[config.mk]
export PLATFORM = sky130hd
export DESIGN_NAME = pdcc_regs
export DESIGN_NICKNAME = d
export VERILOG_FILES = /design/src/common/pdcc_pkg.sv /design/src/verilog/pdcc_regs.sv /design/src/verilog/pdcc_fetch_size.sv
export SDC_FILE = /design/constraint.sdc
export NUM_CORES = 1
export LEC_CHECK = 0
export BUFFER_PORTS_ARGS = -buffer_cell sky130_fd_sc_hd__buf_2
export CELL_PAD_IN_SITES_DETAIL_PLACEMENT = 0
export CELL_PAD_IN_SITES_GLOBAL_PLACEMENT = 1
export CORE_MARGIN = 1
export CORE_UTILIZATION = 33
export DETAILED_ROUTE_END_ITERATION = 10
export PLACE_DENSITY = 0.94
export SYNTH_ARGS = -nofsm -noshare
export SYNTH_HDL_FRONTEND = slang
export SYNTH_SLANG_ARGS = --single-unit
[constraint.sdc]
create_clock -name clk_i -period 6.5 [get_ports clk_i]
set_input_delay 1.3 -clock clk_i [delete_from_list [all_inputs] [get_ports clk_i]]
set_output_delay 1.3 -clock clk_i [all_outputs]
set_load 0.02 [all_outputs]
[src/common/pdcc_pkg.sv]
// constants for the downstream port capability and control words
// assumes dword aligned configuration accesses with byte offsets
package pdcc_pkg;

    // configuration space byte offsets
    localparam logic [7:0]  PDCC_OFS_DEV_CAP       = 8'h94;
    localparam logic [7:0]  PDCC_OFS_DEV_CTRL      = 8'h98;

    // capability word field positions
    localparam int          PDCC_CAP_RSVD_HI_MSB   = 31;
    localparam int          PDCC_CAP_RSVD_HI_LSB   = 28;
    localparam int          PDCC_CAP_PLS_MSB       = 27;
    localparam int          PDCC_CAP_PLS_LSB       = 26;
    localparam int          PDCC_CAP_PLV_MSB       = 25;
    localparam int          PDCC_CAP_PLV_LSB       = 18;
    localparam int          PDCC_CAP_RSVD_MID_MSB  = 17;
    localparam int          PDCC_CAP_RSVD_MID_LSB  = 16;
    localparam int          PDCC_CAP_ROLE_BASED_ERR_REPORT_CAP_BIT      = 15;
    localparam int          PDCC_CAP_PWR_IND_BIT   = 14;
    localparam int          PDCC_CAP_ATT_IND_BIT   = 13;
    localparam int          PDCC_CAP_ATT_BTN_BIT   = 12;
    localparam int          PDCC_CAP_RSVD_LO_MSB   = 11;
    localparam int          PDCC_CAP_RSVD_LO_LSB   = 6;
    localparam int          PDCC_CAP_LONG_TAG_BIT  = 5;
    localparam int          PDCC_CAP_PHANTOM_MSB   = 4;
    localparam int          PDCC_CAP_PHANTOM_LSB   = 3;
    localparam int          PDCC_CAP_MPS_MSB       = 2;
    localparam int          PDCC_CAP_MPS_LSB       = 0;

    // capability field values
    localparam logic [3:0]  PDCC_RSVD_HI_VAL       = 4'h0;
    localparam logic [1:0]  PDCC_PLS_VAL           = 2'h0;
    localparam logic [7:0]  PDCC_PLV_VAL           = 8'h00;
    localparam logic [1:0]  PDCC_RSVD_MID_VAL      = 2'h0;
    localparam logic        PDCC_ROLE_BASED_ERR_REPORT_CAP_VAL          = 1'b1;
    localparam logic        PDCC_PWR_IND_VAL       = 1'b0;
    localparam logic        PDCC_ATT_IND_VAL       = 1'b0;
    localparam logic        PDCC_ATT_BTN_VAL       = 1'b0;
    localparam logic [5:0]  PDCC_RSVD_LO_VAL       = 6'h00;
    localparam logic        PDCC_LONG_TAG_VAL      = 1'b0;
    localparam logic [1:0]  PDCC_PHANTOM_VAL       = 2'h0;
    localparam logic [2:0]  PDCC_MPS_VAL           = 3'h1;

    // control word layout
    localparam int          PDCC_CTL_RSVD_BIT      = 15;
    localparam int          PDCC_CTL_MAX_READ_REQUEST_SIZE_MSB      = 14;
    localparam int          PDCC_CTL_MAX_READ_REQUEST_SIZE_LSB      = 12;
    localparam int          PDCC_CTL_NOSNOOP_BIT   = 11;
    localparam logic [15:0] PDCC_CTL_RESET         = 16'h2000;
    localparam logic [2:0]  PDCC_MAX_READ_REQUEST_SIZE_RESET        = 3'h2;
    localparam logic [2:0]  PDCC_MAX_READ_REQUEST_SIZE_MAX_CODE     = 3'h5;
    localparam int          PDCC_MAX_READ_REQUEST_SIZE_BYTE_LANE    = 1;

    // fetch sizing
    localparam logic [12:0] PDCC_LIMIT_BASE        = 13'h0080;
    localparam logic [12:0] PDCC_LIMIT_TOP         = 13'h1000;

endpackage

[src/verilog/pdcc_regs.sv]
// capability and control words of a switch downstream port
// assumes one configuration access per request pulse, synchronous to clk_i
//
// Notes on behaviour
// - reserved capability bits always read zero
// - power limit scale held at zero
// - power limit value hardwired to zero
// - role based error reporting reads one
// - indicator and button flags read zero
// - long tags unsupported, bit reads zero
// - phantom functions field reads zero
// - payload supported field reads 256 bytes
// - control bit 15 reads zero
// - read request size field, reset 512 bytes
// - fetch size from limit and cache line
// - no snoop enable reads zero, ignores writes
// - control word resets to 2000h
`timescale 1ns/10ps
module pdcc_regs (
    // clock and reset
    input  wire logic        clk_i,
    input  wire logic        rst_i,
    // configuration access
    input  wire logic        cfg_req_i,
    input  wire logic        cfg_wr_i,
    input  wire logic [7:0]  cfg_addr_i,
    input  wire logic [3:0]  cfg_be_i,
    input  wire logic [31:0] cfg_wdata_i,
    output logic             cfg_ack_o,
    output logic             cfg_hit_o,
    output logic [31:0]      cfg_rdata_o,
    // settings from elsewhere in the port
    input  wire logic [7:0]  cache_line_i,
    // fetch sizing request
    input  wire logic        fetch_req_i,
    input  wire logic [12:0] fetch_len_i,
    output logic             fetch_done_o,
    output logic [12:0]      fetch_len_o,
    // current settings
    output logic [2:0]       max_read_request_size_o,
    output logic             no_snoop_enable_o
);
    import pdcc_pkg::*;

    logic [31:0] cap_word;
    logic [15:0] ctrl_word;
    logic [2:0]  max_read_request_size_ff;
    logic [2:0]  nxt_max_read_request_size;
    logic        sel_cap;
    logic        sel_ctrl;
    logic        wr_ctrl;
    logic [2:0]  wr_code;
    logic [31:0] nxt_rdata;
    logic        ack_ff;
    logic        hit_ff;
    logic [31:0] rdata_ff;

    // capability fields
    logic [1:0]  captured_power_limit_scale;
    logic [7:0]  captured_power_limit_value;
    logic        role_based_err_report_cap;
    logic        power_indicator_flag;
    logic        attention_indicator_flag;
    logic        attention_button_flag;
    logic        long_tag_support;
    logic [1:0]  phantom_func_support;
    logic [2:0]  max_payload_supported;
    logic        no_snoop_enable;

    ////////////////////////////////////////////////////////////////////////
    // hardwired capability fields
    // the captured power limit only means something on an upstream port
    assign captured_power_limit_scale = PDCC_PLS_VAL;
    assign captured_power_limit_value = PDCC_PLV_VAL;
    assign role_based_err_report_cap  = PDCC_ROLE_BASED_ERR_REPORT_CAP_VAL;
    assign power_indicator_flag       = PDCC_PWR_IND_VAL;
    assign attention_indicator_flag   = PDCC_ATT_IND_VAL;
    assign attention_button_flag      = PDCC_ATT_BTN_VAL;
    assign long_tag_support           = PDCC_LONG_TAG_VAL;
    assign phantom_func_support       = PDCC_PHANTOM_VAL;
    assign max_payload_supported      = PDCC_MPS_VAL;

    // requests never carry the no snoop attribute
    assign no_snoop_enable            = 1'b0;

    ////////////////////////////////////////////////////////////////////////
    // capability word assembly
    always_comb begin
        cap_word = 32'h0000_0000;
        cap_word[PDCC_CAP_RSVD_HI_MSB:PDCC_CAP_RSVD_HI_LSB] =
            PDCC_RSVD_HI_VAL;
        cap_word[PDCC_CAP_PLS_MSB:PDCC_CAP_PLS_LSB] =
            captured_power_limit_scale;
        cap_word[PDCC_CAP_PLV_MSB:PDCC_CAP_PLV_LSB] =
            captured_power_limit_value;
        cap_word[PDCC_CAP_RSVD_MID_MSB:PDCC_CAP_RSVD_MID_LSB] =
            PDCC_RSVD_MID_VAL;
        cap_word[PDCC_CAP_ROLE_BASED_ERR_REPORT_CAP_BIT]    = role_based_err_report_cap;
        cap_word[PDCC_CAP_PWR_IND_BIT] = power_indicator_flag;
        cap_word[PDCC_CAP_ATT_IND_BIT] = attention_indicator_flag;
        cap_word[PDCC_CAP_ATT_BTN_BIT] = attention_button_flag;
        cap_word[PDCC_CAP_RSVD_LO_MSB:PDCC_CAP_RSVD_LO_LSB] =
            PDCC_RSVD_LO_VAL;
        cap_word[PDCC_CAP_LONG_TAG_BIT] = long_tag_support;
        cap_word[PDCC_CAP_PHANTOM_MSB:PDCC_CAP_PHANTOM_LSB] =
            phantom_func_support;
        cap_word[PDCC_CAP_MPS_MSB:PDCC_CAP_MPS_LSB] =
            max_payload_supported;
    end

    ////////////////////////////////////////////////////////////////////////
    // control word assembly
    // payload size and error enables live in another block; read zero here
    always_comb begin
        ctrl_word = 16'h0000;
        ctrl_word[PDCC_CTL_RSVD_BIT] = 1'b0;
        ctrl_word[PDCC_CTL_MAX_READ_REQUEST_SIZE_MSB:PDCC_CTL_MAX_READ_REQUEST_SIZE_LSB] =
            max_read_request_size_ff;
        ctrl_word[PDCC_CTL_NOSNOOP_BIT] = no_snoop_enable;
    end

    ////////////////////////////////////////////////////////////////////////
    // address decode, dword aligned; low two address bits are ignored
    always_comb begin
        sel_cap  = (cfg_addr_i[7:2] == PDCC_OFS_DEV_CAP[7:2]);
        sel_ctrl = (cfg_addr_i[7:2] == PDCC_OFS_DEV_CTRL[7:2]);
        wr_ctrl  = cfg_req_i && cfg_wr_i && sel_ctrl &&
                   cfg_be_i[PDCC_MAX_READ_REQUEST_SIZE_BYTE_LANE];
        wr_code  = cfg_wdata_i[PDCC_CTL_MAX_READ_REQUEST_SIZE_MSB:PDCC_CTL_MAX_READ_REQUEST_SIZE_LSB];
    end

    ////////////////////////////////////////////////////////////////////////
    // writable field
    // a reserved code is dropped and the old setting kept; the fetch block
    // would otherwise use the PDCC_LIMIT_TOP limit of 4096 bytes for it
    always_comb begin
        nxt_max_read_request_size = max_read_request_size_ff;
        if (wr_ctrl && (wr_code <= PDCC_MAX_READ_REQUEST_SIZE_MAX_CODE)) begin
            nxt_max_read_request_size = wr_code;
        end
    end

    always_ff @(posedge clk_i) begin
        if (rst_i) begin
            max_read_request_size_ff <=
                PDCC_CTL_RESET[PDCC_CTL_MAX_READ_REQUEST_SIZE_MSB:PDCC_CTL_MAX_READ_REQUEST_SIZE_LSB];
        end else begin
            max_read_request_size_ff <= nxt_max_read_request_size;
        end
    end

    ////////////////////////////////////////////////////////////////////////
    // read data; unmapped offsets and the status half read zero
    always_comb begin
        nxt_rdata = 32'h0000_0000;
        if (sel_cap) begin
            nxt_rdata = cap_word;
        end else if (sel_ctrl) begin
            nxt_rdata = {16'h0000, ctrl_word};
        end
    end

    ////////////////////////////////////////////////////////////////////////
    // answer one cycle after each request, reads and writes alike
    always_ff @(posedge clk_i) begin
        if (rst_i) begin
            ack_ff <= 1'b0;
            hit_ff <= 1'b0;
        end else begin
            ack_ff <= cfg_req_i;
            hit_ff <= cfg_req_i && (sel_cap || sel_ctrl);
        end
    end

    always_ff @(posedge clk_i) begin
        if (rst_i) begin
            rdata_ff <= 32'h0000_0000;
        end else if (cfg_req_i && !cfg_wr_i) begin
            rdata_ff <= nxt_rdata;
        end
    end

    assign cfg_ack_o   = ack_ff;
    assign cfg_hit_o   = hit_ff;
    assign cfg_rdata_o = rdata_ff;

    ////////////////////////////////////////////////////////////////////////
    // fetch sizing for read requests
    pdcc_fetch_size u_fetch (
        .clk_i        (clk_i),
        .rst_i        (rst_i),
        .limit_code_i (max_read_request_size_ff),
        .cache_line_i (cache_line_i),
        .req_i        (fetch_req_i),
        .req_len_i    (fetch_len_i),
        .done_o       (fetch_done_o),
        .fetch_len_o  (fetch_len_o)
    );

    assign max_read_request_size_o = max_read_request_size_ff;
    assign no_snoop_enable_o       = no_snoop_enable;

endmodule // pdcc_regs

[src/verilog/pdcc_fetch_size.sv]
// fetch length decision for outgoing read requests
// assumes the limit code is already legal and the cache line is in dwords
`timescale 1ns/10ps
module pdcc_fetch_size (
    // clock and reset
    input  wire logic        clk_i,
    input  wire logic        rst_i,
    // settings
    input  wire logic [2:0]  limit_code_i,
    input  wire logic [7:0]  cache_line_i,
    // request
    input  wire logic        req_i,
    input  wire logic [12:0] req_len_i,
    // answer
    output logic             done_o,
    output logic [12:0]      fetch_len_o
);
    import pdcc_pkg::*;

    logic [12:0] limit_bytes;
    logic [13:0] line_bytes;
    logic        line_pow2;
    logic [13:0] rounded;
    logic [13:0] wanted;
    logic [12:0] nxt_fetch_len;
    logic        done_ff;
    logic [12:0] fetch_len_ff;

    ////////////////////////////////////////////////////////////////////////
    // limit from the programmed code
    always_comb begin
        if (limit_code_i > PDCC_MAX_READ_REQUEST_SIZE_MAX_CODE) begin
            limit_bytes = PDCC_LIMIT_TOP;
        end else begin
            limit_bytes = PDCC_LIMIT_BASE << limit_code_i;
        end
    end

    ////////////////////////////////////////////////////////////////////////
    // widen to a whole cache line, then clip to the limit
    // a non power of two line size cannot be aligned, so it is not used
    always_comb begin
        line_bytes = {4'h0, cache_line_i, 2'b00};
        line_pow2  = (line_bytes != 14'h0000) &&
                     ((line_bytes & (line_bytes - 14'h0001)) == 14'h0000);
        rounded    = ({1'b0, req_len_i} + line_bytes - 14'h0001) &
                     ~(line_bytes - 14'h0001);
        wanted     = line_pow2 ? rounded : {1'b0, req_len_i};
        if (wanted > {1'b0, limit_bytes}) begin
            nxt_fetch_len = limit_bytes;
        end else begin
            nxt_fetch_len = wanted[12:0];
        end
    end

    ////////////////////////////////////////////////////////////////////////
    always_ff @(posedge clk_i) begin
        if (rst_i) begin
            done_ff <= 1'b0;
        end else begin
            done_ff <= req_i;
        end
    end

    always_ff @(posedge clk_i) begin
        if (rst_i) begin
            fetch_len_ff <= 13'h0000;
        end else if (req_i) begin
            fetch_len_ff <= nxt_fetch_len;
        end
    end

    assign done_o      = done_ff;
    assign fetch_len_o = fetch_len_ff;

endmodule // pdcc_fetch_size

After elaboration in Yosys (flattened, before gate mapping)
Index checks and enable logic that the tools add are counted.
{ "totals": {"ff_bits": 51, "word_cells": 34} }
{ "classes": {"n_addsub": 3, "order_cmp": 3, "n_eq_ne": 2, "n_shift": 1, "n_mux": 5, "bitwise_logic": 3, "reduce_logical": 11} }
{ "ops": {"columns": ["op", "n"], "rows": [
  ["2-to-1 mux 13 bit", 2],
  ["2-to-1 mux 16 bit", 1],
  ["2-to-1 mux 15 bit", 1],
  ["adder 13 x 10 -> 14 bit", 1],
  ["AND 10 x 14 -> 14 bit", 1],
  ["AND 14 bit", 1],
  ["> comparator 14 x 13 -> 1 bit", 1],
  ["zero test 14 bit", 1],
  ["2-to-1 mux 14 bit", 1],
  ["NOT 14 bit", 1],
  ["subtractor 14 x 1 -> 14 bit (second input constant)", 1],
  ["left shift 8 x 3 -> 13 bit (first input constant)", 1],
  ["== test 6 bit (second input constant)", 2],
  ["subtractor 10 x 1 -> 11 bit (second input constant)", 1],
  ["nonzero test 8 bit", 1],
  ["logical AND 1 bit", 7],
  ["> comparator 3 bit (second input constant)", 1],
  ["less-or-equal comparator 3 bit (second input constant)", 1],
  ["zero test 1 bit", 1],
  ["logical OR 1 bit", 1]
]} }

Longest topological paths before layout
Gate-level depths: netlist (run 1).
{ "depth": {"word_depth": 7, "ltp_mapped": 20, "depth_no_buf": 19} }

Hierarchy
Synthesis (run 1) repeated with hierarchy kept, for this count alone.
{ "hier_totals": {"cells_unflattened": 330, "area_unflattened_um2": 2546.2} }
{ "modules_own_cells": {"columns": ["module", "instances", "cells_each", "area_each_um2"], "rows": [
  ["pdcc_fetch_size", 1, 258, 1930.6],
  ["pdcc_regs", 1, 72, 615.6]
]} }

Least setup slack after synthesis (run 1)
Ideal clock, no wire load.
{ "synth_path": {"kind": "input -> register", "start": "input port cache_line_i[5]", "end": "register u_fetch.fetch_len_ff[5] (netlist: u_fetch.fetch_len_o[5])", "setup_time_ps": 71, "arrival_time_ps": 4959, "t_required_ps": 6429, "slack_ps": 1470, "path_stages": 19, "path_buffers": 0, "path_cell_list": "inv_1 > ha_1 > inv_1 > ha_1 > o21ai_0 > a211oi_1 > o21ai_0 > o21ba_2 > or3_1 > a32oi_1 > inv_1 > ha_1 > and4_1 > nand3_1 > and3b_1 > a41oi_2 > o22a_4 > or4b_1 > a21oi_1"} }
{ "synth_via": {"elab_chain_cells": 7} }
{ "synth_lines": {"columns": ["element", "line_no", "source"], "rows": [
  ["from (decl)", "pdcc_regs.sv:33", "input wire logic [7:0] cache_line_i,"],
  ["branches (longest 4 deep; another with adder 13 x 10 -> 14 bit)", null, null],
  ["2-to-1 mux 14 bit (*)", "pdcc_fetch_size.sv:48", "wanted = line_pow2 ? rounded : {1'b0, req_len_i};"],
  ["> comparator 14 x 13 -> 1 bit", "pdcc_fetch_size.sv:49", "if (wanted > {1'b0, limit_bytes}) begin"],
  ["2-to-1 mux 13 bit (*)", "pdcc_fetch_size.sv:49", null],
  ["to (signal assigned)", "pdcc_fetch_size.sv:69", "fetch_len_ff <= nxt_fetch_len;"],
  ["to (decl)", "pdcc_fetch_size.sv:27", "logic [12:0] fetch_len_ff;"]
]} }
Every way passes the cells marked *.
A chain may end at the register's enable or synchronous reset.

Final worst setup path (run 1)
Ends and elaborated chain as after synthesis.

==> impl_metrics.prom, run 1 <==
# TYPE chip_impl_metric gauge
chip_impl_metric{name="power-per-cell-area",unit="nW/um2"} 136.6
chip_impl_metric{name="cts_repair_resize_count",unit=""} 0
chip_impl_metric{name="global_route.overflow_total",unit=""} 0
chip_impl_metric{name="clock_tree.htree_level_count",unit=""} 1
chip_impl_info{name="critPathLaunch",value="cache_line_i[5]"} 1
chip_impl_metric{name="clock_latency",unit="ns"} 0.26
chip_impl_info{name="synth_flop_cell",value="sky130_fd_sc_hd__dfxtp_1"} 1
chip_impl_metric{name="fraction_of_final_layout_cells_with_drive_strength_greater_than_1",unit="%"} 19.95
chip_impl_metric{name="placementRows",unit=""} 31
chip_impl_metric{name="antenna_left",unit=""} 0
chip_impl_info{name="worst_setup_path_end_kind",value="flop"} 1
chip_impl_metric{name="dieArea",unit="um2"} 7993
chip_impl_info{name="critPathLaunchType",value="input port"} 1
chip_impl_metric{name="psw",unit="mW"} 0.1395
chip_impl_info{name="worst_r2r_startpoint",value="max_read_request_size_o[1]"} 1
chip_impl_metric{name="final_util",unit="%"} 38.80
chip_impl_metric{name="final-setup-viol-count",unit=""} 0
chip_impl_metric{name="max-clock-path-buffers",unit=""} 2
chip_impl_metric{name="finalCritPeriodShare",unit="%"} 82.50
chip_impl_metric{name="route.vias.total",unit=""} 2354
chip_impl_metric{name="port_buffers",unit=""} 59
chip_impl_metric{name="setup.reg_to_reg.worst_slack",unit="ns"} 3.53
chip_impl_metric{name="die_h",unit="um"} 89.41
chip_impl_metric{name="relSlewSlack",unit="%"} 23.25
chip_impl_metric{name="synth_edf_count",unit=""} 0
chip_impl_metric{name="ff_latch_area",unit="um2"} 460.4
chip_impl_info{name="critical_path.cell_chain",value="buf_2, inv_1, ha_1, inv_1, ha_1, o21ai_0, a211oi_1, o21ai_0, o21ba_2, or3_1, a32oi_1, inv_1, ha_1, and4_1, nand3_1, and3b_1, a41oi_2, o22a_4, or4b_1, a21oi_1"} 1
chip_impl_metric{name="cap_violations",unit=""} 0
chip_impl_info{name="worstHoldPathType",value="reg2reg"} 1
chip_impl_metric{name="synthDistinctLibCells",unit=""} 62
chip_impl_info{name="worst_setup_path_endpoint",value="u_fetch.fetch_len_o[5]"} 1
chip_impl_metric{name="clkSlewWorstSetupHoldPaths",unit="ns"} 0.07
chip_impl_metric{name="worst_pin_slew",unit="ns"} 1.119
chip_impl_metric{name="max_stage_delay",unit="ns"} 0.52
chip_impl_metric{name="route.detailed.drc",unit=""} 0
chip_impl_info{name="top_usage_layer",value="met2"} 1
chip_impl_metric{name="synthCells",unit=""} 331
chip_impl_info{name="crit_type",value="in2reg"} 1
chip_impl_metric{name="routedWlPerCell",unit="um"} 11.74
chip_impl_metric{name="start_util",unit="%"} 34.39
chip_impl_metric{name="hpwl",unit="um"} 4840
chip_impl_metric{name="yosys_register_bits",unit=""} 23
chip_impl_metric{name="num_io_pins",unit=""} 122
chip_impl_metric{name="combPwrFrac",unit="%"} 40.5
chip_impl_metric{name="ys_warn_count",unit=""} 0
chip_impl_info{name="layout.cells.most_common",value="sky130_fd_sc_hd__buf_2"} 1
chip_impl_metric{name="cts_setup_buffers",unit=""} 0
chip_impl_metric{name="detail_route.vias_per_cell",unit=""} 4.854
chip_impl_metric{name="detailedRoute.firstPassIterationCount",unit=""} 4
chip_impl_metric{name="finClkSkew",unit="ns"} 0.001222
chip_impl_metric{name="finalHoldViolCount",unit=""} 0
chip_impl_metric{name="synth-async-reset-ratio",unit="%"} 0
chip_impl_info{name="yosys-top-cells-area",value="sky130_fd_sc_hd__dfxtp_1, sky130_fd_sc_hd__ha_1, sky130_fd_sc_hd__buf_4"} 1
chip_impl_metric{name="nets",unit=""} 492
chip_impl_metric{name="cellInternalPower",unit="mW"} 0.2490
chip_impl_metric{name="worstPathRequired",unit="ns"} 6.69
chip_impl_info{name="rsz0062_at_grt",value="false"} 1
chip_impl_metric{name="die_x",unit="um"} 89.41
chip_impl_metric{name="synthesis.area",unit="um2"} 2521
chip_impl_metric{name="grt_use_met1",unit="%"} 19.38
chip_impl_metric{name="antenna-diode-count",unit=""} 0
chip_impl_info{name="clk_tree_root_cell",value="sky130_fd_sc_hd__clkbuf_8"} 1
chip_impl_metric{name="first_iter_violations",unit=""} 107
chip_impl_metric{name="arrival_time_reported_for_the_critical_path_endpoint",unit="ns"} 5.55
chip_impl_metric{name="routabilityCongestion",unit=""} 0.8447
chip_impl_info{name="post-synth-top-area-cell",value="sky130_fd_sc_hd__dfxtp_1"} 1
chip_impl_metric{name="critPathMaxFanout",unit=""} 16
chip_impl_metric{name="grt_first_pass_wirelength",unit="um"} 9308
chip_impl_metric{name="worstRegToRegCells",unit=""} 9
chip_impl_metric{name="grt_util_met2",unit="%"} 25.54
chip_impl_metric{name="fill_cells",unit=""} 787
chip_impl_metric{name="postSynthAreaPerCell",unit="um2"} 7.617
chip_impl_info{name="timing.critical_path.slowest_stage_cell",value="sky130_fd_sc_hd__or4b_1"} 1
chip_impl_metric{name="timing_max_transition_violations_final",unit=""} 0
chip_impl_metric{name="power.leakage",unit="nW"} 1.399
chip_impl_metric{name="max-vdd-ir-drop",unit="V"} 0.00007306
chip_impl_metric{name="post-route-min-period",unit="ns"} 5.363
chip_impl_metric{name="multi_input_gate_area",unit="um2"} 1735
chip_impl_metric{name="power_switching_share",unit="%"} 35.90
chip_impl_metric{name="power_frac_clock",unit="%"} 21.6
chip_impl_metric{name="clock_sink_total",unit=""} 23
chip_impl_metric{name="power_frac_seq",unit="%"} 37.8
chip_impl_metric{name="vias_in_the_first_global_route",unit=""} 2083
chip_impl_info{name="worst_r2r_endpoint",value="u_fetch.fetch_len_o[5]"} 1
chip_impl_info{name="outcome",value="complete, no violations"} 1
chip_impl_metric{name="grt_start_max_net_pins",unit=""} 17
chip_impl_metric{name="number_of_antenna_violations_at_the_first_check_in_global_routing",unit=""} 0
chip_impl_metric{name="netlist.area_leader.share",unit="%"} 18.26
chip_impl_info{name="tritoncts",value="built"} 1
chip_impl_metric{name="portion_of_the_post_synthesis_area_used_by_sequential_elements",unit="%"} 18.26
chip_impl_info{name="mostFrequentLayoutCells",value="sky130_fd_sc_hd__buf_2, sky130_fd_sc_hd__inv_1, sky130_fd_sc_hd__ha_1"} 1
chip_impl_metric{name="postCtsHoldBufs",unit=""} 0
chip_impl_metric{name="routed_wl",unit="um"} 5696
chip_impl_metric{name="area_growth",unit="%"} 12.80
chip_impl_metric{name="gr-usage-met3",unit="%"} 2.124
chip_impl_metric{name="tns",unit="ns"} 0
chip_impl_metric{name="tritoncts_buffers",unit=""} 3
chip_impl_metric{name="core_area",unit="um2"} 7331
chip_impl_metric{name="grt.total_usage",unit="%"} 14.45
chip_impl_metric{name="max_freq",unit="MHz"} 186.5
layer usage:
metal / vias to the layer above / wire, um
li1: 1210 / -
met1: 1079 / 2576
met2: 65 / 2848
met3: 0 / 271
met4: 0 / 0
met5: - / 0
flip-flops by register name (all words and copies together), names as in the netlist:
register / cells
cfg_hit_o: 1
cfg_rdata_o: 4
cfg_ack_o: 1
u_fetch.done_o: 1
u_fetch.fetch_len_o: 13
max_read_request_size_o: 3
area by class of cell:
| type | count | area share (%) |
|---|---|---|
| multi-input combinational | 251 | 61.02 |
| sequential | 23 | 16.19 |
| timing repair buffer | 59 | 10.38 |
| inverter | 49 | 6.467 |
| tap | 99 | 4.355 |
| clock buffer | 4 | 1.584 |
worst min-delay path by stage:
stage,start,to,slack (ns),cells after the start
floorplan,u_fetch.fetch_len_o[5],u_fetch.fetch_len_o[5],0.54,2
global placement,u_fetch.fetch_len_o[5],u_fetch.fetch_len_o[5],0.45,2
detailed placement,u_fetch.fetch_len_o[5],u_fetch.fetch_len_o[5],0.45,2
CTS,u_fetch.fetch_len_o[5],u_fetch.fetch_len_o[5],0.48,2
global route,u_fetch.fetch_len_o[5],u_fetch.fetch_len_o[5],0.51,2
finish,u_fetch.fetch_len_o[5],u_fetch.fetch_len_o[5],0.47,2
power groups by stage:
stage | combinational (mW) | sequential [mW] | clock [mW]
floorplan | 0.123 | 0.156 | 0
global placement | 0.152 | 0.150 | 0
detailed placement | 0.157 | 0.150 | 0
CTS | 0.157 | 0.147 | 0.0878
global route | 0.179 | 0.148 | 0.0929
finish | 0.158 | 0.147 | 0.0840
per-stage QoR:
stage	instance area (um2)	power [mW]	setup WS [ns]	std cells	hold WS, ns
2_1_floorplan	2623	0.2786	1.470	358	0.5394
3_3_place_gp	2799	0.3026	0.9331	481	0.4522
3_5_place_dp	2799	0.3072	0.9154	481	0.4549
4_1_cts	2844	0.3923	1.144	485	0.4771
5_1_grt	2844	0.4191	0.7235	485	0.5131
6_report	2844	0.3886	1.137	485	0.4657
synth_stat cells, drive strengths merged (5+ instances only):
library cell,number
inv,48
dfxtp,23
o32ai,5
a21o,5
buf,31
a21oi,7
nand3,15
ha,34
o21ai,24
nand2,29
nor2,26
cell families (layout without fill, tap and decap cells):
kind of cell    count (synthesis)  after routing  share of synthesized area, %
other cells                     1             28                        0.1487
compound gates                 70             70                         19.90
mux                             5              5                         2.035
buf+inv                        84            112                         16.92
fa+ha+maj                      35             35                         17.67
xor+xnor                        4              4                         1.390
flops                          23             23                         18.26
simple gates                  109            109                         23.67
critical path, delay by kind of cell:
family	cells	cell delay, ns
AOI/OAI and AO/OA	8	1.71
and+or+nand+nor	5	1.39
adders and majority gates	3	0.88
buffers and inverters	4	0.27
(Power assumes the default switching activity.)
==> run 2: changes to the inputs <==
==> constraint.sdc (replaced) <==
create_clock -name clk_i -period 5 [get_ports clk_i]
set_input_delay 1 -clock clk_i [delete_from_list [all_inputs] [get_ports clk_i]]
set_output_delay 1 -clock clk_i [all_outputs]
set_load 0.02 [all_outputs]
==> run 2 against run 1 <==
  * Combinational power grew 58%
  * Count of clock-buffer cells in the layout is the same
  * Power grew 42%
  * Sequential power grew 30%
  * Core utilization grew 4.9 points
  * Non-clock buffer count grew 44
  * Critical path depth is the same
  * Clock power grew 31%
  * Via count grew 6.7%
  * Hold slack lost 0.00083 ns
  * Die area is the same
  * First-iteration DRC count is the same
  * Critical path type unchanged
  * Largest cell class unchanged
==> impl_metrics.prom, run 2 (synthesis gave the netlist of run 1 again) <==
# TYPE chip_impl_metric gauge
chip_impl_info{name="outcome",value="complete, no violations"} 1
chip_impl_metric{name="detailedRoute.firstPassIterationCount",unit=""} 6
chip_impl_metric{name="worstPathRequired",unit="ns"} 5.20
chip_impl_metric{name="arrival_time_reported_for_the_critical_path_endpoint",unit="ns"} 5.00
chip_impl_metric{name="tritoncts_buffers",unit=""} 3
chip_impl_metric{name="antenna-diode-count",unit=""} 0
chip_impl_metric{name="power-per-cell-area",unit="nW/um2"} 172.4
chip_impl_metric{name="cap_violations",unit=""} 0
chip_impl_metric{name="worst_pin_slew",unit="ns"} 0.5917
chip_impl_metric{name="max-vdd-ir-drop",unit="V"} 0.00009174
chip_impl_metric{name="postCtsHoldBufs",unit=""} 0
chip_impl_metric{name="final-setup-viol-count",unit=""} 0
chip_impl_info{name="min-delay-start",value="u_fetch.fetch_len_o[5]"} 1
chip_impl_metric{name="routedWlPerCell",unit="um"} 11.27
chip_impl_info{name="tritoncts",value="built"} 1
chip_impl_info{name="worst_r2r_startpoint",value="max_read_request_size_o[1]"} 1
chip_impl_metric{name="post-route-cell-area",unit="um2"} 3203
chip_impl_metric{name="power_switching_share",unit="%"} 34.85
chip_impl_metric{name="power.leakage",unit="nW"} 1.612
chip_impl_metric{name="combPwrFrac",unit="%"} 45.3
chip_impl_metric{name="post-route-min-period",unit="ns"} 4.802
chip_impl_metric{name="max_reg_flops",unit=""} 13
chip_impl_metric{name="grt.total_usage",unit="%"} 15.12
chip_impl_metric{name="nets",unit=""} 536
chip_impl_metric{name="cts_repair_resize_count",unit=""} 0
chip_impl_metric{name="route.vias.total",unit=""} 2512
chip_impl_metric{name="fraction_of_final_layout_cells_with_drive_strength_greater_than_1",unit="%"} 29.07
chip_impl_metric{name="dieArea",unit="um2"} 7993
chip_impl_info{name="critPathLaunch",value="cache_line_i[1]"} 1
chip_impl_metric{name="first_iter_violations",unit=""} 107
chip_impl_info{name="worstHoldPathType",value="reg2reg"} 1
chip_impl_info{name="clk_tree_root_cell",value="sky130_fd_sc_hd__clkbuf_8"} 1
chip_impl_metric{name="clock_tree.htree_level_count",unit=""} 1
chip_impl_metric{name="routabilityCongestion",unit=""} 0.8277
chip_impl_metric{name="global_route.overflow_total",unit=""} 0
chip_impl_metric{name="num_io_pins",unit=""} 122
chip_impl_metric{name="max-clock-path-buffers",unit=""} 2
chip_impl_metric{name="relSlewSlack",unit="%"} 60.32
chip_impl_info{name="critPathLaunchType",value="input port"} 1
chip_impl_info{name="mostFrequentLayoutCells",value="sky130_fd_sc_hd__buf_2, sky130_fd_sc_hd__inv_1, sky130_fd_sc_hd__buf_4"} 1
chip_impl_metric{name="critPathMaxFanout",unit=""} 7
chip_impl_metric{name="finClkSkew",unit="ns"} 0.0004638
chip_impl_metric{name="die_x",unit="um"} 89.41
chip_impl_metric{name="detail_route.vias_per_cell",unit=""} 4.749
chip_impl_metric{name="grt_first_pass_wirelength",unit="um"} 9639
chip_impl_metric{name="fill_cells",unit=""} 780
chip_impl_metric{name="routed_wl",unit="um"} 5961
chip_impl_metric{name="total_power",unit="mW"} 0.5522
chip_impl_metric{name="start_util",unit="%"} 34.39
chip_impl_metric{name="antenna_left",unit=""} 0
chip_impl_info{name="layout.cells.most_common",value="sky130_fd_sc_hd__buf_2"} 1
chip_impl_metric{name="port_buffers",unit=""} 59
chip_impl_metric{name="hpwl",unit="um"} 5058
chip_impl_metric{name="power_frac_clock",unit="%"} 20.0
chip_impl_metric{name="timing.hold.ws",unit="ns"} 0.4649
chip_impl_metric{name="finalHoldViolCount",unit=""} 0
chip_impl_metric{name="core_area",unit="um2"} 7331
chip_impl_metric{name="number_of_antenna_violations_at_the_first_check_in_global_routing",unit=""} 0
chip_impl_metric{name="place_area",unit="um2"} 3129
chip_impl_metric{name="die_h",unit="um"} 89.41
chip_impl_metric{name="area_growth",unit="%"} 27.05
chip_impl_metric{name="grt_start_max_net_pins",unit=""} 17
chip_impl_metric{name="timing_max_transition_violations_final",unit=""} 0
chip_impl_metric{name="route.detailed.drc",unit=""} 0
chip_impl_info{name="crit_type",value="in2reg"} 1
chip_impl_metric{name="clock_sink_total",unit=""} 23
chip_impl_metric{name="cts_setup_buffers",unit=""} 0
chip_impl_metric{name="clock_latency",unit="ns"} 0.26
chip_impl_metric{name="clkSlewWorstSetupHoldPaths",unit="ns"} 0.07
chip_impl_info{name="worst_setup_path_end_kind",value="flop"} 1
chip_impl_metric{name="power_frac_seq",unit="%"} 34.6
chip_impl_metric{name="vias_in_the_first_global_route",unit=""} 2270
chip_impl_metric{name="finalCritPeriodShare",unit="%"} 96.04
chip_impl_metric{name="place_inst",unit=""} 525
chip_impl_metric{name="cellInternalPower",unit="mW"} 0.3597
chip_impl_metric{name="placementRows",unit=""} 31
chip_impl_metric{name="layout.cells.non_filler",unit=""} 529
chip_impl_metric{name="max_freq",unit="MHz"} 208.2
chip_impl_metric{name="psw",unit="mW"} 0.1924
-- run 2: changes by cell type in the layout (fill, tap and decap cells not counted), sizes merged --
cell,delta
buf,+44
-- run 2: critical path, stage by stage --
cell and delay, ns:
sky130_fd_sc_hd__buf_2 0.09, sky130_fd_sc_hd__inv_1 0.06, sky130_fd_sc_hd__ha_1 0.29, sky130_fd_sc_hd__inv_1 0.10
sky130_fd_sc_hd__ha_4 0.22, sky130_fd_sc_hd__and4b_4 0.21, sky130_fd_sc_hd__o21ai_2 0.16, sky130_fd_sc_hd__nand2_1 0.10
sky130_fd_sc_hd__o21ba_2 0.21, sky130_fd_sc_hd__or3_1 0.34, sky130_fd_sc_hd__a32oi_2 0.26, sky130_fd_sc_hd__inv_1 0.07
sky130_fd_sc_hd__ha_1 0.29, sky130_fd_sc_hd__and4_1 0.19, sky130_fd_sc_hd__nand3_2 0.10, sky130_fd_sc_hd__and3b_1 0.25
sky130_fd_sc_hd__a41oi_2 0.14, sky130_fd_sc_hd__o22a_4 0.23, sky130_fd_sc_hd__or4b_1 0.51, sky130_fd_sc_hd__a21oi_1 0.15
-- run 2: final timing paths --
kind                                                to  slack, ns  cells after the start
worst min register to register  u_fetch.fetch_len_o[5]       0.46                      2
worst max register to register  u_fetch.fetch_len_o[5]       2.08                      9
worst max-delay path            u_fetch.fetch_len_o[5]       0.20                     20
worst min-delay path            u_fetch.fetch_len_o[5]       0.46                      2
-- run 2: per-layer routing --
metal / wire length [um] / track usage [%] / up-vias
met1: 2767 / 19.54 / 1162
met2: 2910 / 26.79 / 52
li1: - / - / 1294
met4: 44 / 2.309 / 0
met3: 237 / 2.585 / 4
met5: 0 / 0 / -
-- run 2: layout make-up --
class	instances	area, um2	area share, %
clock buffer	4	45.04	1.406
sequential	23	460.4	14.38
tap	99	123.9	3.867
inverter	49	183.9	5.742
timing repair buffer	103	625.6	19.53
multi-input combinational	251	1764	55.08
-- run 2: stage by stage --
stage,setup TNS (ns),util [%],setup slack (ns)
after global placement,-0.3166,42.69,-0.1116
after floorplan,0,-,0.2699
after global routing,-0.01609,43.69,-0.01609
after detailed placement,-1.021,42.69,-0.1699
final,0,43.69,0.1979
after CTS,0,43.30,0.06866
-- run 2: power by group through the flow --
stage	sequential (mW)	clock [mW]	combinational, mW
finish	0.191	0.110	0.250
global route	0.192	0.121	0.282
CTS	0.191	0.114	0.246
detailed placement	0.195	0	0.244
global placement	0.195	0	0.239
floorplan	0.203	0	0.160
==> run 3: changes to the inputs <==
--- a/config.mk
+++ b/config.mk
@@ -11,7 +11,7 @@
 export CORE_MARGIN = 1
 export CORE_UTILIZATION = 33
 export DETAILED_ROUTE_END_ITERATION = 10
-export PLACE_DENSITY = 0.94
+export PLACE_DENSITY = 0.83
 export SYNTH_ARGS = -nofsm -noshare
 export SYNTH_HDL_FRONTEND = slang
 export SYNTH_SLANG_ARGS = --single-unit
==> run 3 against run 2 <==
  * Final area is 0.70% higher
  * Critical path depth stayed put
  * Global-route usage is 0.55 points higher
  * Count of clock-buffer cells in the layout stayed put
  * Clock power hardly changed
  * Cell count is 0.38% higher
  * Critical path type unchanged
  * Routed wire length is 1.6% higher
  * Fmax is 0.51% higher
  * First-iteration DRC count is 20% lower
  * Non-clock buffer count is 2 higher
  * Flip-flop and latch count stayed put
==> impl_metrics.prom, run 3 (synthesis gave the netlist of run 1 again) <==
# TYPE chip_impl_metric gauge
chip_impl_metric{name="finalHoldViolCount",unit=""} 0
chip_impl_metric{name="grt.total_usage",unit="%"} 15.67
chip_impl_info{name="worstHoldPathType",value="reg2reg"} 1
chip_impl_metric{name="power.leakage",unit="nW"} 1.625
chip_impl_metric{name="timing.hold.ws",unit="ns"} 0.4658
chip_impl_metric{name="core_area",unit="um2"} 7331
chip_impl_metric{name="port_buffers",unit=""} 59
chip_impl_metric{name="max_reg_flops",unit=""} 13
chip_impl_metric{name="route.vias.total",unit=""} 2508
chip_impl_metric{name="worstPathRequired",unit="ns"} 5.19
chip_impl_metric{name="clock_tree.htree_level_count",unit=""} 1
chip_impl_metric{name="placementRows",unit=""} 31
chip_impl_metric{name="routabilityCongestion",unit=""} 0.8217
chip_impl_metric{name="cap_violations",unit=""} 0
chip_impl_metric{name="timing_max_transition_violations_final",unit=""} 0
chip_impl_metric{name="detail_route.vias_per_cell",unit=""} 4.723
chip_impl_metric{name="final_util",unit="%"} 44.00
chip_impl_metric{name="combPwrFrac",unit="%"} 45.8
chip_impl_metric{name="max-vdd-ir-drop",unit="V"} 0.00009171
chip_impl_info{name="outcome",value="complete, no violations"} 1
chip_impl_metric{name="post-route-min-period",unit="ns"} 4.777
chip_impl_metric{name="power-per-cell-area",unit="nW/um2"} 172.0
chip_impl_metric{name="cellInternalPower",unit="mW"} 0.3617
chip_impl_info{name="mostFrequentLayoutCells",value="sky130_fd_sc_hd__buf_2, sky130_fd_sc_hd__inv_1, sky130_fd_sc_hd__buf_4"} 1
chip_impl_metric{name="first_iter_violations",unit=""} 86
chip_impl_info{name="critical_path.cell_chain",value="buf_2, inv_1, ha_1, inv_1, ha_1, o21ai_1, a211oi_1, o21ai_0, o21ba_2, or3_1, a32oi_2, inv_1, ha_1, and4_1, nand3_2, and3b_1, a41oi_2, o22a_4, or4b_1, a21oi_1"} 1
chip_impl_metric{name="die_x",unit="um"} 89.41
chip_impl_metric{name="clock_sink_total",unit=""} 23
chip_impl_metric{name="hpwl",unit="um"} 5204
chip_impl_metric{name="power_switching_share",unit="%"} 34.79
chip_impl_metric{name="global_route.overflow_total",unit=""} 0
chip_impl_metric{name="clock_latency",unit="ns"} 0.26
chip_impl_metric{name="fill_cells",unit=""} 778
chip_impl_info{name="rsz0062_at_grt",value="false"} 1
chip_impl_metric{name="worst_pin_slew",unit="ns"} 0.5480
chip_impl_metric{name="power_frac_seq",unit="%"} 34.5
chip_impl_metric{name="grt_start_max_net_pins",unit=""} 17
chip_impl_metric{name="start_util",unit="%"} 34.39
chip_impl_metric{name="nets",unit=""} 538
chip_impl_metric{name="route.detailed.drc",unit=""} 0
chip_impl_metric{name="fraction_of_final_layout_cells_with_drive_strength_greater_than_1",unit="%"} 29.63
chip_impl_info{name="tritoncts",value="built"} 1
chip_impl_metric{name="dieArea",unit="um2"} 7993
chip_impl_info{name="worst_setup_path_end_kind",value="flop"} 1
chip_impl_metric{name="post-route-cell-area",unit="um2"} 3226
chip_impl_metric{name="clkSlewWorstSetupHoldPaths",unit="ns"} 0.07
chip_impl_metric{name="vias_in_the_first_global_route",unit=""} 2332
chip_impl_info{name="clk_tree_root_cell",value="sky130_fd_sc_hd__clkbuf_8"} 1
chip_impl_info{name="crit_type",value="in2reg"} 1
chip_impl_metric{name="max_stage_delay",unit="ns"} 0.51
chip_impl_metric{name="routedWlPerCell",unit="um"} 11.40
chip_impl_metric{name="antenna_left",unit=""} 0
chip_impl_metric{name="num_io_pins",unit=""} 122
chip_impl_metric{name="number_of_antenna_violations_at_the_first_check_in_global_routing",unit=""} 0
chip_impl_metric{name="finalCritPeriodShare",unit="%"} 95.55
chip_impl_metric{name="power_frac_clock",unit="%"} 19.7
chip_impl_info{name="critPathLaunchType",value="input port"} 1
chip_impl_metric{name="area_growth",unit="%"} 27.94
chip_impl_metric{name="place_area",unit="um2"} 3144
chip_impl_metric{name="max-clock-path-buffers",unit=""} 2
chip_impl_info{name="timing.critical_path.slowest_stage_cell",value="sky130_fd_sc_hd__or4b_1"} 1
chip_impl_metric{name="critPathMaxFanout",unit=""} 6
chip_impl_metric{name="psw",unit="mW"} 0.1930
chip_impl_info{name="layout.cells.most_common",value="sky130_fd_sc_hd__buf_2"} 1
chip_impl_metric{name="routed_wl",unit="um"} 6056
chip_impl_metric{name="relSlewSlack",unit="%"} 63.25
chip_impl_metric{name="die_h",unit="um"} 89.41
chip_impl_metric{name="final-setup-viol-count",unit=""} 0
chip_impl_metric{name="detailedRoute.firstPassIterationCount",unit=""} 4
chip_impl_metric{name="finClkSkew",unit="ns"} 0.001146
chip_impl_metric{name="max_freq",unit="MHz"} 209.3
chip_impl_metric{name="tritoncts_buffers",unit=""} 3
chip_impl_metric{name="antenna-diode-count",unit=""} 0
chip_impl_metric{name="arrival_time_reported_for_the_critical_path_endpoint",unit="ns"} 4.97
chip_impl_metric{name="cts_setup_buffers",unit=""} 0
chip_impl_metric{name="grt_first_pass_wirelength",unit="um"} 9977
==> run 3: cell count changes in the layout (fill, tap and decap cells not counted), sizes merged <==
cell	before	now
buf	103	105
==> run 3: final cells by class <==
cell class | count | area (um2) | area share [%]
clock buffers | 4 | 45.04 | 1.396
inverters | 49 | 183.9 | 5.702
multi-input cells | 251 | 1772 | 54.93
flip-flops and latches | 23 | 460.4 | 14.27
well taps | 99 | 123.9 | 3.840
repair buffers | 105 | 640.6 | 19.86
==> run 3: timing repair <==
action | 4_1_cts | 5_1_grt
endpoints found under the setup margin | 0 | 12
resized for setup | 0 | 6
hold buffers | 0 | 0
==> run 3: worst paths after layout <==
check / from / to / slack, ns / depth (start not counted)
max: cache_line_i[5] / u_fetch.fetch_len_o[5] / 0.22 / 20
min: u_fetch.fetch_len_o[5] / u_fetch.fetch_len_o[5] / 0.47 / 2
max reg2reg: max_read_request_size_o[1] / u_fetch.fetch_len_o[5] / 2.04 / 9
min reg2reg: u_fetch.fetch_len_o[5] / u_fetch.fetch_len_o[5] / 0.47 / 2
==> run 3: per-stage QoR <==
| step | worst slack [ns] | instances | setup TNS [ns] | power (mW) |
|---|---|---|---|---|
| 6_report | 0.2225 | 531 | 0 | 0.5547 |
| 4_1_cts | 0.06322 | 531 | 0 | 0.5546 |
| 5_1_grt | 0.03034 | 531 | 0 | 0.6009 |
| 3_5_place_dp | -0.1773 | 527 | -1.147 | 0.4436 |
| 2_1_floorplan | 0.2699 | 358 | 0 | 0.3621 |
| 3_3_place_gp | -0.1389 | 527 | -0.5824 | 0.4384 |
==> run 3: layer usage <==
| metal | vias up | wire length, um | GRT usage [%] | part of all wire, % |
|---|---|---|---|---|
| met5 | - | 0 | 0 | 0 |
| met4 | 0 | 19 | 1.299 | 0.31 |
| met3 | 2 | 237 | 2.216 | 3.9 |
| met2 | 58 | 2942 | 28.24 | 49 |
| met1 | 1148 | 2857 | 20.55 | 47 |
| li1 | 1300 | - | - | - |
==> run 3: power by group through the flow <==
| stage | Clock, mW | Combinational, mW | Sequential, mW |
|---|---|---|---|
| global route | 0.122 | 0.286 | 0.192 |
| floorplan | 0 | 0.160 | 0.203 |
| global placement | 0 | 0.243 | 0.196 |
| CTS | 0.114 | 0.249 | 0.191 |
| detailed placement | 0 | 0.248 | 0.196 |
| finish | 0.109 | 0.254 | 0.191 |
==> run 3: worst max-delay path, delay by kind of cell <==
| family | cells | cell delay [ns] |
|---|---|---|
| and+or+nand+nor | 5 | 1.41 |
| adders and majority gates | 3 | 0.86 |
| AOI/OAI and AO/OA | 8 | 1.47 |
| buffers and inverters | 4 | 0.25 |
